### config.mk
export PLATFORM = sky130hd
export DESIGN_NAME = dsr_deserializer
export DESIGN_NICKNAME = d
export VERILOG_FILES = /design/src/hdl/dsr_deserializer.v /design/src/hdl/dsr_unit.v
export VERILOG_INCLUDE_DIRS = /design/src /design/src/hdl
export SDC_FILE = /design/constraint.sdc
export NUM_CORES = 1
export LEC_CHECK = 0
export ABC_AREA = 1
export BUFFER_PORTS_ARGS = -buffer_cell sky130_fd_sc_hd__buf_2
export CORE_ASPECT_RATIO = 2
export CORE_MARGIN = 2
export CORE_UTILIZATION = 61
export DETAILED_ROUTE_END_ITERATION = 10
export PLACE_DENSITY = 0.95
export SYNTH_ARGS = -nofsm -noshare
export SYNTH_HDL_FRONTEND = slang
export SYNTH_SLANG_ARGS = --single-unit
### constraint.sdc
create_clock -name aclk -period 4 [get_ports aclk]
set_input_delay 0 -clock aclk [delete_from_list [all_inputs] [get_ports aclk]]
set_output_delay 0 -clock aclk [all_outputs]
set_load 0.02 [all_outputs]
### src/hdl/dsr_consts.vh
// Register map, field layout, reset values and pin indexes of the deserializer
`ifndef DSR_CONSTS_VH
`define DSR_CONSTS_VH

// ****************************************
// Register bus
// ****************************************
`define DSR_ADDR_W        4
`define DSR_IDX_LO        2
`define DSR_IDX_HI        3
`define DSR_IDX_CTRL      2'h0
`define DSR_IDX_SLIP      2'h1
`define DSR_IDX_STATUS    2'h2
`define DSR_RESP_OKAY     2'h0
`define DSR_RESP_SLVERR   2'h2

// ****************************************
// Control register fields
// ****************************************
`define DSR_CTRL_W        12
`define DSR_CTRL_RST      12'h341
`define DSR_F_DDR         0
`define DSR_F_WIDTH_LO    4
`define DSR_F_WIDTH_HI    7
`define DSR_F_CE_TWO      8
`define DSR_F_MEMORY      9
`define DSR_F_SLAVE       10
`define DSR_F_RUN         11
`define DSR_F_SLIP_GO     0

// ****************************************
// Status register fields
// ****************************************
`define DSR_S_WORD_HI     9
`define DSR_S_POS_LO      10
`define DSR_S_POS_HI      13
`define DSR_S_CFG_ERR     14
`define DSR_S_SLIP_PEND   15

// ****************************************
// Widths and limits
// ****************************************
`define DSR_WORD_W        10
`define DSR_UNIT_W        6
`define DSR_SLAVE_USED    4
`define DSR_LOW_GATED     4
`define DSR_DEF_WIDTH     4'h4
`define DSR_MEM_WIDTH     4'h4
`define DSR_SDR_MIN       4'h2
`define DSR_SDR_MAX       4'h8
`define DSR_DDR_MIN       4'h4
`define DSR_DDR_MAX       4'hA

// ****************************************
// Synchronised pin indexes
// ****************************************
`define DSR_NPIN          7
`define DSR_P_RISE        0
`define DSR_P_FALL        1
`define DSR_P_CEA         2
`define DSR_P_CEB         3
`define DSR_P_SLIP        4
`define DSR_P_RST         5
`define DSR_P_MCLK        6

`endif

### src/hdl/dsr_deserializer.v
// Serial-to-parallel input deserializer with slip alignment and AXI4-Lite control
//
// What this block does
// RULE1 - SDR words of two to eight bits
// RULE2 - DDR words of 4,6,8,10 bits, both phases
// RULE3 - One unit six bits; wider needs cascade
// RULE4 - Earliest serial bit lands on top bit
// RULE5 - Sixth output or slave fourth holds LSB; the code puts the MSB (earliest bit) there
// RULE6 - Slip request shifts alignment one position
// RULE7 - One enable: first enable gates capture directly
// RULE8 - Two enables: each covers half divided cycle
// RULE9 - Internal enable gates only first four registers
// RULE10 - Enable module is divided-clock 2:1 converter
// RULE11 - Two-enable mode meant for DDR memory
// RULE12 - Integrator drives inverted fast clock
// RULE13 - Divided rate drives output, slip, enables
// RULE14 - Integrator joins master carry to slave
// RULE15 - Memory clock moves strobe data inward
// RULE16 - Reset clears data, retimed per domain
// RULE17 - Reset held one divided cycle minimum
// RULE18 - Memory clock free-running, unused networking
// RULE19 - Wide words need pair, not memory
// RULE20 - Slips wrap after word-width requests
//
// The implementer's own choices: the register addresses and the AXI4-Lite slave port.
`include "dsr_consts.vh"

module dsr_deserializer (
    // Clock and reset
    input  wire                      aclk,
    input  wire                      aresetn,
    // AXI4-Lite write address
    input  wire [`DSR_ADDR_W-1:0]    s_axi_awaddr,
    input  wire [2:0]                s_axi_awprot,
    input  wire                      s_axi_awvalid,
    output reg                       s_axi_awready,
    // AXI4-Lite write data and response
    input  wire [31:0]               s_axi_wdata,
    input  wire [3:0]                s_axi_wstrb,
    input  wire                      s_axi_wvalid,
    output reg                       s_axi_wready,
    output reg  [1:0]                s_axi_bresp,
    output reg                       s_axi_bvalid,
    input  wire                      s_axi_bready,
    // AXI4-Lite read
    input  wire [`DSR_ADDR_W-1:0]    s_axi_araddr,
    input  wire [2:0]                s_axi_arprot,
    input  wire                      s_axi_arvalid,
    output reg                       s_axi_arready,
    output reg  [31:0]               s_axi_rdata,
    output reg  [1:0]                s_axi_rresp,
    output reg                       s_axi_rvalid,
    input  wire                      s_axi_rready,
    // Serial pins
    input  wire                      serial_rise,
    input  wire                      serial_fall,
    input  wire                      capture_enable_a,
    input  wire                      capture_enable_b,
    input  wire                      slip_request,
    input  wire                      unit_reset,
    input  wire                      memory_domain_clock,
    // Cascade to and from a neighbouring unit
    input  wire                      cascade_in_a,
    input  wire                      cascade_in_b,
    output reg                       cascade_out_a,
    output reg                       cascade_out_b,
    // Parallel word
    output reg  [`DSR_WORD_W-1:0]    par_word,
    output reg                       word_strobe
);

    // ****************************************
    // Pin synchronisers
    // ****************************************
    wire [`DSR_NPIN-1:0] pin_raw;
    reg  [`DSR_NPIN-1:0] pin_s1;
    reg  [`DSR_NPIN-1:0] pin_s2;
    reg  [`DSR_NPIN-1:0] pin_s3;
    reg  [`DSR_NPIN-1:0] pin_q;

    assign pin_raw = {memory_domain_clock, unit_reset, slip_request, capture_enable_b,
                      capture_enable_a, serial_fall, serial_rise};

    genvar gi;
    generate
        for (gi = 0; gi < `DSR_NPIN; gi = gi + 1) begin : g_sync
            always @(posedge aclk) begin
                if (!aresetn) begin
                    pin_s1[gi] <= 1'b0;
                    pin_s2[gi] <= 1'b0;
                    pin_s3[gi] <= 1'b0;
                    pin_q[gi]  <= 1'b0;
                end else begin
                    pin_s1[gi] <= pin_raw[gi];
                    pin_s2[gi] <= pin_s1[gi];
                    pin_s3[gi] <= pin_s2[gi];
                    // Data bits pass every cycle; other pins count once two stages agree
                    if (gi <= `DSR_P_FALL || pin_s2[gi] == pin_s3[gi]) begin
                        pin_q[gi] <= pin_s3[gi];
                    end
                end
            end
        end
    endgenerate

    // ****************************************
    // Control state
    // ****************************************
    reg  [`DSR_CTRL_W-1:0] ctrl;
    reg                    sw_slip;
    wire                   c_ddr;
    wire [3:0]             c_width;
    wire                   c_ce_two;
    wire                   c_memory;
    wire                   c_slave;
    wire                   c_run;

    assign c_ddr    = ctrl[`DSR_F_DDR];
    assign c_width  = ctrl[`DSR_F_WIDTH_HI:`DSR_F_WIDTH_LO];
    assign c_ce_two = ctrl[`DSR_F_CE_TWO];
    assign c_memory = ctrl[`DSR_F_MEMORY];
    assign c_slave  = ctrl[`DSR_F_SLAVE];
    assign c_run    = ctrl[`DSR_F_RUN];

    // Legal width table; memory mode allows only a single DDR unit of four
    wire sdr_ok  = !c_ddr && (c_width >= `DSR_SDR_MIN) && (c_width <= `DSR_SDR_MAX); // RULE1
    wire ddr_ok  = c_ddr && !c_width[0] && (c_width >= `DSR_DDR_MIN)
                   && (c_width <= `DSR_DDR_MAX); // RULE2
    wire mem_ok  = !c_memory || (c_ddr && c_width == `DSR_MEM_WIDTH); // RULE19
    wire cfg_ok  = (sdr_ok || ddr_ok) && mem_ok;
    // A bad setting falls back to the default rather than producing a mangled word
    wire       eff_ddr = cfg_ok ? c_ddr : 1'b1;
    wire [3:0] eff_w   = cfg_ok ? c_width : `DSR_DEF_WIDTH;
    wire [3:0] period  = eff_ddr ? {1'b0, eff_w[3:1]} : eff_w;

    // ****************************************
    // Reset retiming
    // ****************************************
    reg fast_rst;
    reg div_rst;
    wire div_tick;

    always @(posedge aclk) begin
        if (!aresetn) begin
            fast_rst <= 1'b1;
        end else begin
            fast_rst <= pin_q[`DSR_P_RST] | ~c_run; // RULE16
        end
    end

    // Divided side leaves reset only on a divided-rate boundary, so every
    // unit fed the same reset pulse starts its words on the same edge
    always @(posedge aclk) begin
        if (!aresetn) begin
            div_rst <= 1'b1;
        end else if (fast_rst) begin
            div_rst <= 1'b1;
        end else if (div_tick) begin
            div_rst <= 1'b0; // RULE16
        end
    end

    // ****************************************
    // Divided-rate enable
    // ****************************************
    reg [3:0] div_cnt;

    assign div_tick = !fast_rst && (div_cnt == period - 4'h1); // RULE13

    always @(posedge aclk) begin
        if (!aresetn || fast_rst) begin
            div_cnt <= 4'h0;
        end else if (div_tick) begin
            div_cnt <= 4'h0;
        end else begin
            div_cnt <= div_cnt + 4'h1;
        end
    end

    // ****************************************
    // Clock enable module
    // ****************************************
    reg  ce_pair_a;
    reg  ce_pair_b;
    wire first_half = (div_cnt < {1'b0, period[3:1]});
    wire internal_capture_enable;

    // Two enables are deserialised at the divided rate, then replayed one per half
    always @(posedge aclk) begin
        if (!aresetn || div_rst) begin
            ce_pair_a <= 1'b0;
            ce_pair_b <= 1'b0;
        end else if (div_tick) begin
            ce_pair_a <= pin_q[`DSR_P_CEA]; // RULE10
            ce_pair_b <= pin_q[`DSR_P_CEB]; // RULE10
        end
    end

    assign internal_capture_enable = c_ce_two ? (first_half ? ce_pair_a : ce_pair_b) // RULE8
                          : pin_q[`DSR_P_CEA]; // RULE7

    // ****************************************
    // Capture chain: master then slave
    // ****************************************
    wire [`DSR_UNIT_W-1:0] m_bits;
    wire [`DSR_UNIT_W-1:0] s_bits;
    wire                   m_carry_a;
    wire                   m_carry_b;
    wire                   m_in_a = c_slave ? cascade_in_a : pin_q[`DSR_P_RISE];
    wire                   m_in_b = c_slave ? cascade_in_b : pin_q[`DSR_P_FALL];

    dsr_unit u_master (
        .aclk    (aclk),
        .rst     (fast_rst),
        .ddr     (eff_ddr),
        .ce_low  (internal_capture_enable),
        .d_a     (m_in_a),
        .d_b     (m_in_b),
        .bits    (m_bits),
        .carry_a (m_carry_a),
        .carry_b (m_carry_b)
    );

    // Slave holds the older bits of words wider than one unit
    dsr_unit u_slave (
        .aclk    (aclk),
        .rst     (fast_rst),
        .ddr     (eff_ddr),
        .ce_low  (1'b1),
        .d_a     (m_carry_a), // RULE3
        .d_b     (m_carry_b), // RULE3
        .bits    (s_bits),
        .carry_a (),
        .carry_b ()
    );

    always @(posedge aclk) begin
        if (!aresetn || fast_rst) begin
            cascade_out_a <= 1'b0;
            cascade_out_b <= 1'b0;
        end else begin
            cascade_out_a <= m_carry_a;
            cascade_out_b <= m_carry_b;
        end
    end

    // Newest bit at index zero, oldest toward the top; slave fourth stage is the
    // most significant of the older half when cascaded
    wire [`DSR_WORD_W-1:0] chain = {s_bits[`DSR_SLAVE_USED-1:0], m_bits}; // RULE5

    // ****************************************
    // Memory-domain transfer
    // ****************************************
    reg  [`DSR_LOW_GATED-1:0] mem_word;
    reg                       mclk_prev;
    wire                      mem_edge = pin_q[`DSR_P_MCLK] & ~mclk_prev;

    always @(posedge aclk) begin
        if (!aresetn || fast_rst) begin
            mclk_prev <= 1'b0;
            mem_word  <= {`DSR_LOW_GATED{1'b0}};
        end else begin
            mclk_prev <= pin_q[`DSR_P_MCLK];
            if (c_memory && mem_edge) begin
                mem_word <= m_bits[`DSR_LOW_GATED-1:0]; // RULE15
            end
        end
    end

    // ****************************************
    // Slip and word alignment
    // ****************************************
    reg  [3:0]             slip_pos;
    reg                    slip_pend;
    reg                    slip_prev;
    reg  [`DSR_WORD_W-1:0] prev_word;
    wire                   slip_rise = pin_q[`DSR_P_SLIP] & ~slip_prev;
    wire                   slip_new  = (slip_rise | sw_slip) & ~c_memory;
    wire [`DSR_WORD_W-1:0] mask      = ~({`DSR_WORD_W{1'b1}} << eff_w);
    wire [`DSR_WORD_W-1:0] cur_word  = c_memory ? {6'h00, mem_word} : (chain & mask);
    wire [19:0]            cat       = ({10'h000, prev_word} << eff_w) | {10'h000, cur_word};
    wire [19:0]            shifted   = cat >> slip_pos;
    wire [`DSR_WORD_W-1:0] aligned   = shifted[`DSR_WORD_W-1:0] & mask; // RULE4

    always @(posedge aclk) begin
        if (!aresetn) begin
            slip_prev <= 1'b0;
        end else begin
            slip_prev <= pin_q[`DSR_P_SLIP];
        end
    end

    // A request arriving on the consuming tick is kept for the next one
    always @(posedge aclk) begin
        if (!aresetn || div_rst) begin
            slip_pend <= 1'b0;
        end else begin
            slip_pend <= (slip_pend & ~div_tick) | slip_new; // RULE6
        end
    end

    always @(posedge aclk) begin
        if (!aresetn || div_rst) begin
            slip_pos    <= 4'h0;
            prev_word   <= {`DSR_WORD_W{1'b0}};
            par_word    <= {`DSR_WORD_W{1'b0}};
            word_strobe <= 1'b0;
        end else begin
            word_strobe <= div_tick;
            if (div_tick) begin
                prev_word <= cur_word;
                par_word  <= aligned; // RULE13
                if (slip_pend) begin
                    slip_pos <= (slip_pos >= eff_w - 4'h1) ? 4'h0 : slip_pos + 4'h1; // RULE20
                end
            end
        end
    end

    // ****************************************
    // AXI4-Lite write side
    // ****************************************
    reg                   aw_got;
    reg                   w_got;
    reg [1:0]             aw_idx;
    reg [31:0]            w_data;
    reg [3:0]             w_strb;
    reg                   next_aw_got;
    reg                   next_w_got;
    reg                   next_bvalid;
    wire                  aw_hs    = s_axi_awvalid & s_axi_awready;
    wire                  w_hs     = s_axi_wvalid & s_axi_wready;
    wire                  do_write = aw_got & w_got & ~s_axi_bvalid;

    always @* begin
        next_aw_got = do_write ? 1'b0 : (aw_got | aw_hs);
        next_w_got  = do_write ? 1'b0 : (w_got | w_hs);
        next_bvalid = (s_axi_bvalid & ~s_axi_bready) | do_write;
    end

    always @(posedge aclk) begin
        if (!aresetn) begin
            aw_got        <= 1'b0;
            w_got         <= 1'b0;
            aw_idx        <= 2'h0;
            w_data        <= 32'h0000_0000;
            w_strb        <= 4'h0;
            s_axi_awready <= 1'b0;
            s_axi_wready  <= 1'b0;
            s_axi_bvalid  <= 1'b0;
            s_axi_bresp   <= `DSR_RESP_OKAY;
            ctrl          <= `DSR_CTRL_RST;
            sw_slip       <= 1'b0;
        end else begin
            aw_got        <= next_aw_got;
            w_got         <= next_w_got;
            s_axi_awready <= ~next_aw_got & ~next_bvalid;
            s_axi_wready  <= ~next_w_got & ~next_bvalid;
            s_axi_bvalid  <= next_bvalid;
            sw_slip       <= 1'b0;
            if (aw_hs) begin
                aw_idx <= s_axi_awaddr[`DSR_IDX_HI:`DSR_IDX_LO];
            end
            if (w_hs) begin
                w_data <= s_axi_wdata;
                w_strb <= s_axi_wstrb;
            end
            if (do_write) begin
                s_axi_bresp <= `DSR_RESP_OKAY;
                case (aw_idx)
                    `DSR_IDX_CTRL: begin
                        if (w_strb[0]) begin
                            ctrl[7:0] <= w_data[7:0];
                        end
                        if (w_strb[1]) begin
                            ctrl[`DSR_CTRL_W-1:8] <= w_data[`DSR_CTRL_W-1:8];
                        end
                    end
                    `DSR_IDX_SLIP: begin
                        sw_slip <= w_strb[0] & w_data[`DSR_F_SLIP_GO];
                    end
                    `DSR_IDX_STATUS: begin
                        s_axi_bresp <= `DSR_RESP_OKAY;
                    end
                    default: begin
                        s_axi_bresp <= `DSR_RESP_SLVERR;
                    end
                endcase
            end
        end
    end

    // ****************************************
    // AXI4-Lite read side
    // ****************************************
    wire        ar_hs       = s_axi_arvalid & s_axi_arready;
    wire        next_rvalid = (s_axi_rvalid & ~s_axi_rready) | ar_hs;
    wire [31:0] status_word = {16'h0000, slip_pend, ~cfg_ok, slip_pos, par_word};

    always @(posedge aclk) begin
        if (!aresetn) begin
            s_axi_arready <= 1'b0;
            s_axi_rvalid  <= 1'b0;
            s_axi_rdata   <= 32'h0000_0000;
            s_axi_rresp   <= `DSR_RESP_OKAY;
        end else begin
            s_axi_arready <= ~next_rvalid;
            s_axi_rvalid  <= next_rvalid;
            if (ar_hs) begin
                s_axi_rresp <= `DSR_RESP_OKAY;
                case (s_axi_araddr[`DSR_IDX_HI:`DSR_IDX_LO])
                    `DSR_IDX_CTRL: begin
                        s_axi_rdata <= {20'h00000, ctrl};
                    end
                    `DSR_IDX_SLIP: begin
                        s_axi_rdata <= 32'h0000_0000;
                    end
                    `DSR_IDX_STATUS: begin
                        s_axi_rdata <= status_word;
                    end
                    default: begin
                        s_axi_rdata <= 32'h0000_0000;
                        s_axi_rresp <= `DSR_RESP_SLVERR;
                    end
                endcase
            end
        end
    end

endmodule

### src/hdl/dsr_unit.v
// One six-bit capture chain of the deserializer, cascadable through two carry bits
`include "dsr_consts.vh"

module dsr_unit (
    // Clock and reset
    input  wire                     aclk,
    input  wire                     rst,
    // Mode and enable
    input  wire                     ddr,
    input  wire                     ce_low,
    // Serial or carry input, bit a is the earlier one
    input  wire                     d_a,
    input  wire                     d_b,
    // Captured bits and carry out
    output reg  [`DSR_UNIT_W-1:0]   bits,
    output wire                     carry_a,
    output wire                     carry_b
);

    wire [`DSR_UNIT_W-1:0] next_bits;

    // Newest bits enter at the bottom, so the oldest end up highest
    assign next_bits = ddr ? {bits[`DSR_UNIT_W-3:0], d_a, d_b}
                           : {bits[`DSR_UNIT_W-2:0], d_a};
    assign carry_a   = ddr ? bits[`DSR_UNIT_W-1] : bits[`DSR_UNIT_W-1];
    assign carry_b   = bits[`DSR_UNIT_W-2];

    // ****************************************
    // Capture registers
    // ****************************************
    always @(posedge aclk) begin
        if (rst) begin
            bits <= {`DSR_UNIT_W{1'b0}};
        end else begin
            // Only the low four stages honour the enable; upper stages always shift
            if (ce_low) begin
                bits[`DSR_LOW_GATED-1:0] <= next_bits[`DSR_LOW_GATED-1:0]; // RULE9
            end
            bits[`DSR_UNIT_W-1:`DSR_LOW_GATED] <= next_bits[`DSR_UNIT_W-1:`DSR_LOW_GATED];
        end
    end

endmodule
==> impl_metrics.py <==
metrics = {
    "global_routing": {
        "grt_first_pass_wirelength_microns": 38300,
        "overflow": 0,
        "grtUsageTotal_pct": 41.5,
        "antenna_found_initial": 0,
        "grt_pass1_vias": 7602,
        "grt_start_max_net_pins": 58,
    },
    "sta": {
        "worst_hold_slack_ps": 16.0,
        "fin_skew_ps": 9.89,
        "period_minus_slack_ps": 3630,
        "rsz0062_at_grt": "false",
        "tightest_slew_ps": 1010,
        "hold_viol_final": 0,
        "fmax_mhz": 276,
        "setup_viol": 0,
        "tns_ps": 0,
        "fin_crit_sh_pct": 90.7,
        "maxSlewViolCount": 0,
        "relSlewSlack_pct": 32.1,
    },
    "layout": {
        "num_antenna_cells": 0,
        "syn_to_final_growth_pct": 17.8,
        "drive_above_1_share_pct": 12.9,
        "nets": 1158,
    },
    "die": {
        "start_util_pct": 62.3,
        "dieWidth_microns": 78.5,
        "io_pins": 120,
        "core_area_sq_um": 10900,
        "fp-row-count": 54,
        "dieArea_sq_um": 12000,
        "die_y_microns": 153,
    },
    "yosys": {
        "yosys.area.top_type": "dfxtp_1",
        "synth.avg_cell_area_sq_um": 6.78,
        "synth_top_area_share_pct": 39.6,
        "synth-main-ff-cell": "dfxtp_1",
        "ys_seq_area_share_pct": 39.6,
        "yosys-top-cells-area": "dfxtp_1, nand2_1, nand3_1, a21oi_1, inv_1",
        "postSynthCellCount": 1000,
        "ys_top_cells_by_count": "nand2_1, nand3_1, dfxtp_1",
        "synth_cell_types": 40,
        "synth_edf_count": 0,
        "netlist_area_sq_um": 6780,
        "yosys_warnings": 0,
        "synthArstFlopShare_pct": 0,
        "synth_seq_cells": 134,
        "yosysMostFrequentCell": "nand2_1",
    },
    "clock_tree": {
        "cts-htree-levels": 4,
        "postCtsSetupBuffers": 0,
        "ctsHoldBuffers": 30,
        "path_clk_slew_ps": 60,
        "clockRootBuffer": "clkbuf_16",
        "cts_tree": "yes",
        "insertion_delay_ps": 430,
        "cts.sinks": 134,
        "numCtsBuffers": 17,
        "cts_buffer_depth": 2,
        "ctsResizeCount": 0,
    },
    "setup_path": {
        "cp.depth": 20,
        "r2r_slack_ps": 370,
        "path_common_cell": "nand3_1",
        "reg2regPathDepth": 20,
        "path_max_fanout": 19,
        "path_cells": "buf_4 > nand2_1 > nand3_1 > nand2_2 > nand3_1 > inv_1 > o21ai_1 > inv_1 > ha_1 > xnor2_1 > nor2_1 > o21ai_1 > a21oi_1 > nand3_1 > inv_2 > buf_4 > nand3_1 > a21oi_1 > nand2_1 > a21oi_1",
        "cp.buffers_inverters": 5,
        "critPathCapture": "par_word[9]",
        "critPathLaunch": "ctrl[7]",
        "worst_setup_path_end_kind": "flip-flop",
        "r2r_end": "par_word[9]",
        "crit_arrival_ps": 3970,
        "critPathKind": "flip-flop to flip-flop",
        "startpoint_type": "flip-flop",
        "critical-path-top-delay-family": "simple AND/OR/NAND/NOR gates",
        "max_stage_delay_ps": 380,
        "required_ps": 4340,
        "reg2reg_from": "ctrl[7]",
        "critPathSlowestCell": "dfxtp_1",
    },
    "placed_design": {
        "dp_hpwl_microns": 14000,
        "place.gp.congestion": 1.01,
        "io_buffers": 69,
    },
    "route": {
        "drt_iter0_drc": 1274,
        "wl_per_cell_microns": 19.6,
        "vias_per_cell": 6.32,
        "drtAntennaViolNets": 0,
        "drt_first_pass_iters": 7,
        "num_vias": 7799,
        "drc": 0,
        "wl_microns": 24200,
    },
    "power_and_ir_drop": {
        "vdd_ir_drop_max_v": 0.000516,
        "p_leak_nw": 3.56,
        "total_power_mw": 3.06,
        "p_per_area_nw_per_um2": 383,
    },
    "status": {
        "status": "complete, no violations",
    },
    "job": {
        "maxCapViolations": 0,
    },
    "worst_hold_path": {
        "hp-class": "primary input to flip-flop",
    },
}
[layout make-up]
type                            instances  area [sq um]
Multi-Input combinational cell        716          3430
Tap cell                              140           175
Fill cell                             731          2890
Clock inverter                         10          96.3
Sequential cell                       134          2680
Inverter                               99           372
Clock buffer                           20           467
Timing Repair Buffer                  115           766
[worst min path at each step]
| stage | start | to | slack, ps | cells after the start |
|---|---|---|---|---|
| 2_1_floorplan | serial_rise | pin_s1[0] | 100 | 2 |
| 3_3_place_gp | capture_enable_b | pin_s1[3] | 180 | 3 |
| 3_5_place_dp | capture_enable_a | pin_s1[2] | 190 | 3 |
| 4_1_cts | cascade_in_b | u_master.bits[0] | 10 | 5 |
| 5_1_grt | s_axi_araddr[2] | s_axi_rdata[13] | 50 | 4 |
| 6_report | cascade_in_b | u_master.bits[0] | 20 | 5 |
[tightest hold or removal path: cells and delay by family]
| family | cells | cell delay [ps] |
|---|---|---|
| buffers and inverters | 1 | 100 |
| AND/OR/NAND/NOR | 2 | 110 |
| AO/OA/AOI/OAI | 2 | 190 |
[layer usage]
| layer | GRT usage, % | share of wire, % | vias to the layer above | wire, microns |
|---|---|---|---|---|
| met5 | 0 | 0 | - | 0 |
| met4 | 35.0 | 10 | 0 | 2470 |
| met3 | 8.26 | 9.2 | 222 | 2240 |
| met2 | 71.8 | 50 | 665 | 12100 |
| met1 | 41.1 | 31 | 3469 | 7420 |
| li1 | - | - | 3443 | - |
[registers in the layout, indices dropped and copies added, names as in the netlist, 2 cells and up]
name / cells
u_slave.bits: 4
div_cnt: 4
aw_idx: 2
par_word: 10
pin_s1: 7
pin_q: 7
u_master.bits: 6
ctrl: 12
w_data: 12
mem_word: 4
prev_word: 10
pin_s2: 7
pin_s3: 7
w_strb: 2
slip_pos: 4
s_axi_rdata: 16
[power breakdown]
part           internal [mW]  total, mW  switching (mW)
Sequential              1.36       1.38          0.0189
Combinational         0.0604      0.170           0.109
Clock                  0.898       1.51           0.610
[per-stage QoR]
stage,utilization [%],setup WS (ps),instances,instance area (sq um)
final,73.4,372,1234,7990
after global routing,73.4,103,1234,7990
after CTS,73.4,541,1234,7990
after detailed placement,65.5,605,1174,7120
after global placement,65.5,695,1174,7120
after floorplan,-,1330,1017,6840
[cells by family (layout without fill, tap and decap cells)]
logic type	count (synthesis)	count (layout)	share of synthesized area [%]
AOI/OAI and AO/OA	174	174	13.6
other	1	18	0.0553
xor gates and xnor gates	5	5	0.646
buffers and inverters	167	244	10.9
and+or+nand+nor	510	510	33.6
adders and majority gates	9	9	1.66
DFF	134	134	39.6
[cell usage in the layout (no fill, tap or decap), types with 11 or more instances in the layout]
cell type      count
buf_4             16
a31oi_1           13
clkbuf_16         17
nand3_1          157
nor2_1            77
a21oi_1           82
dfxtp_1          134
nand2_1          229
nand4_1           19
buf_2             69
conb_1            18
dlygate4sd3_1     30
nor3_1            11
o21ai_0           60
inv_1             88
No activity file was read; power rests on OpenSTA's default activity.
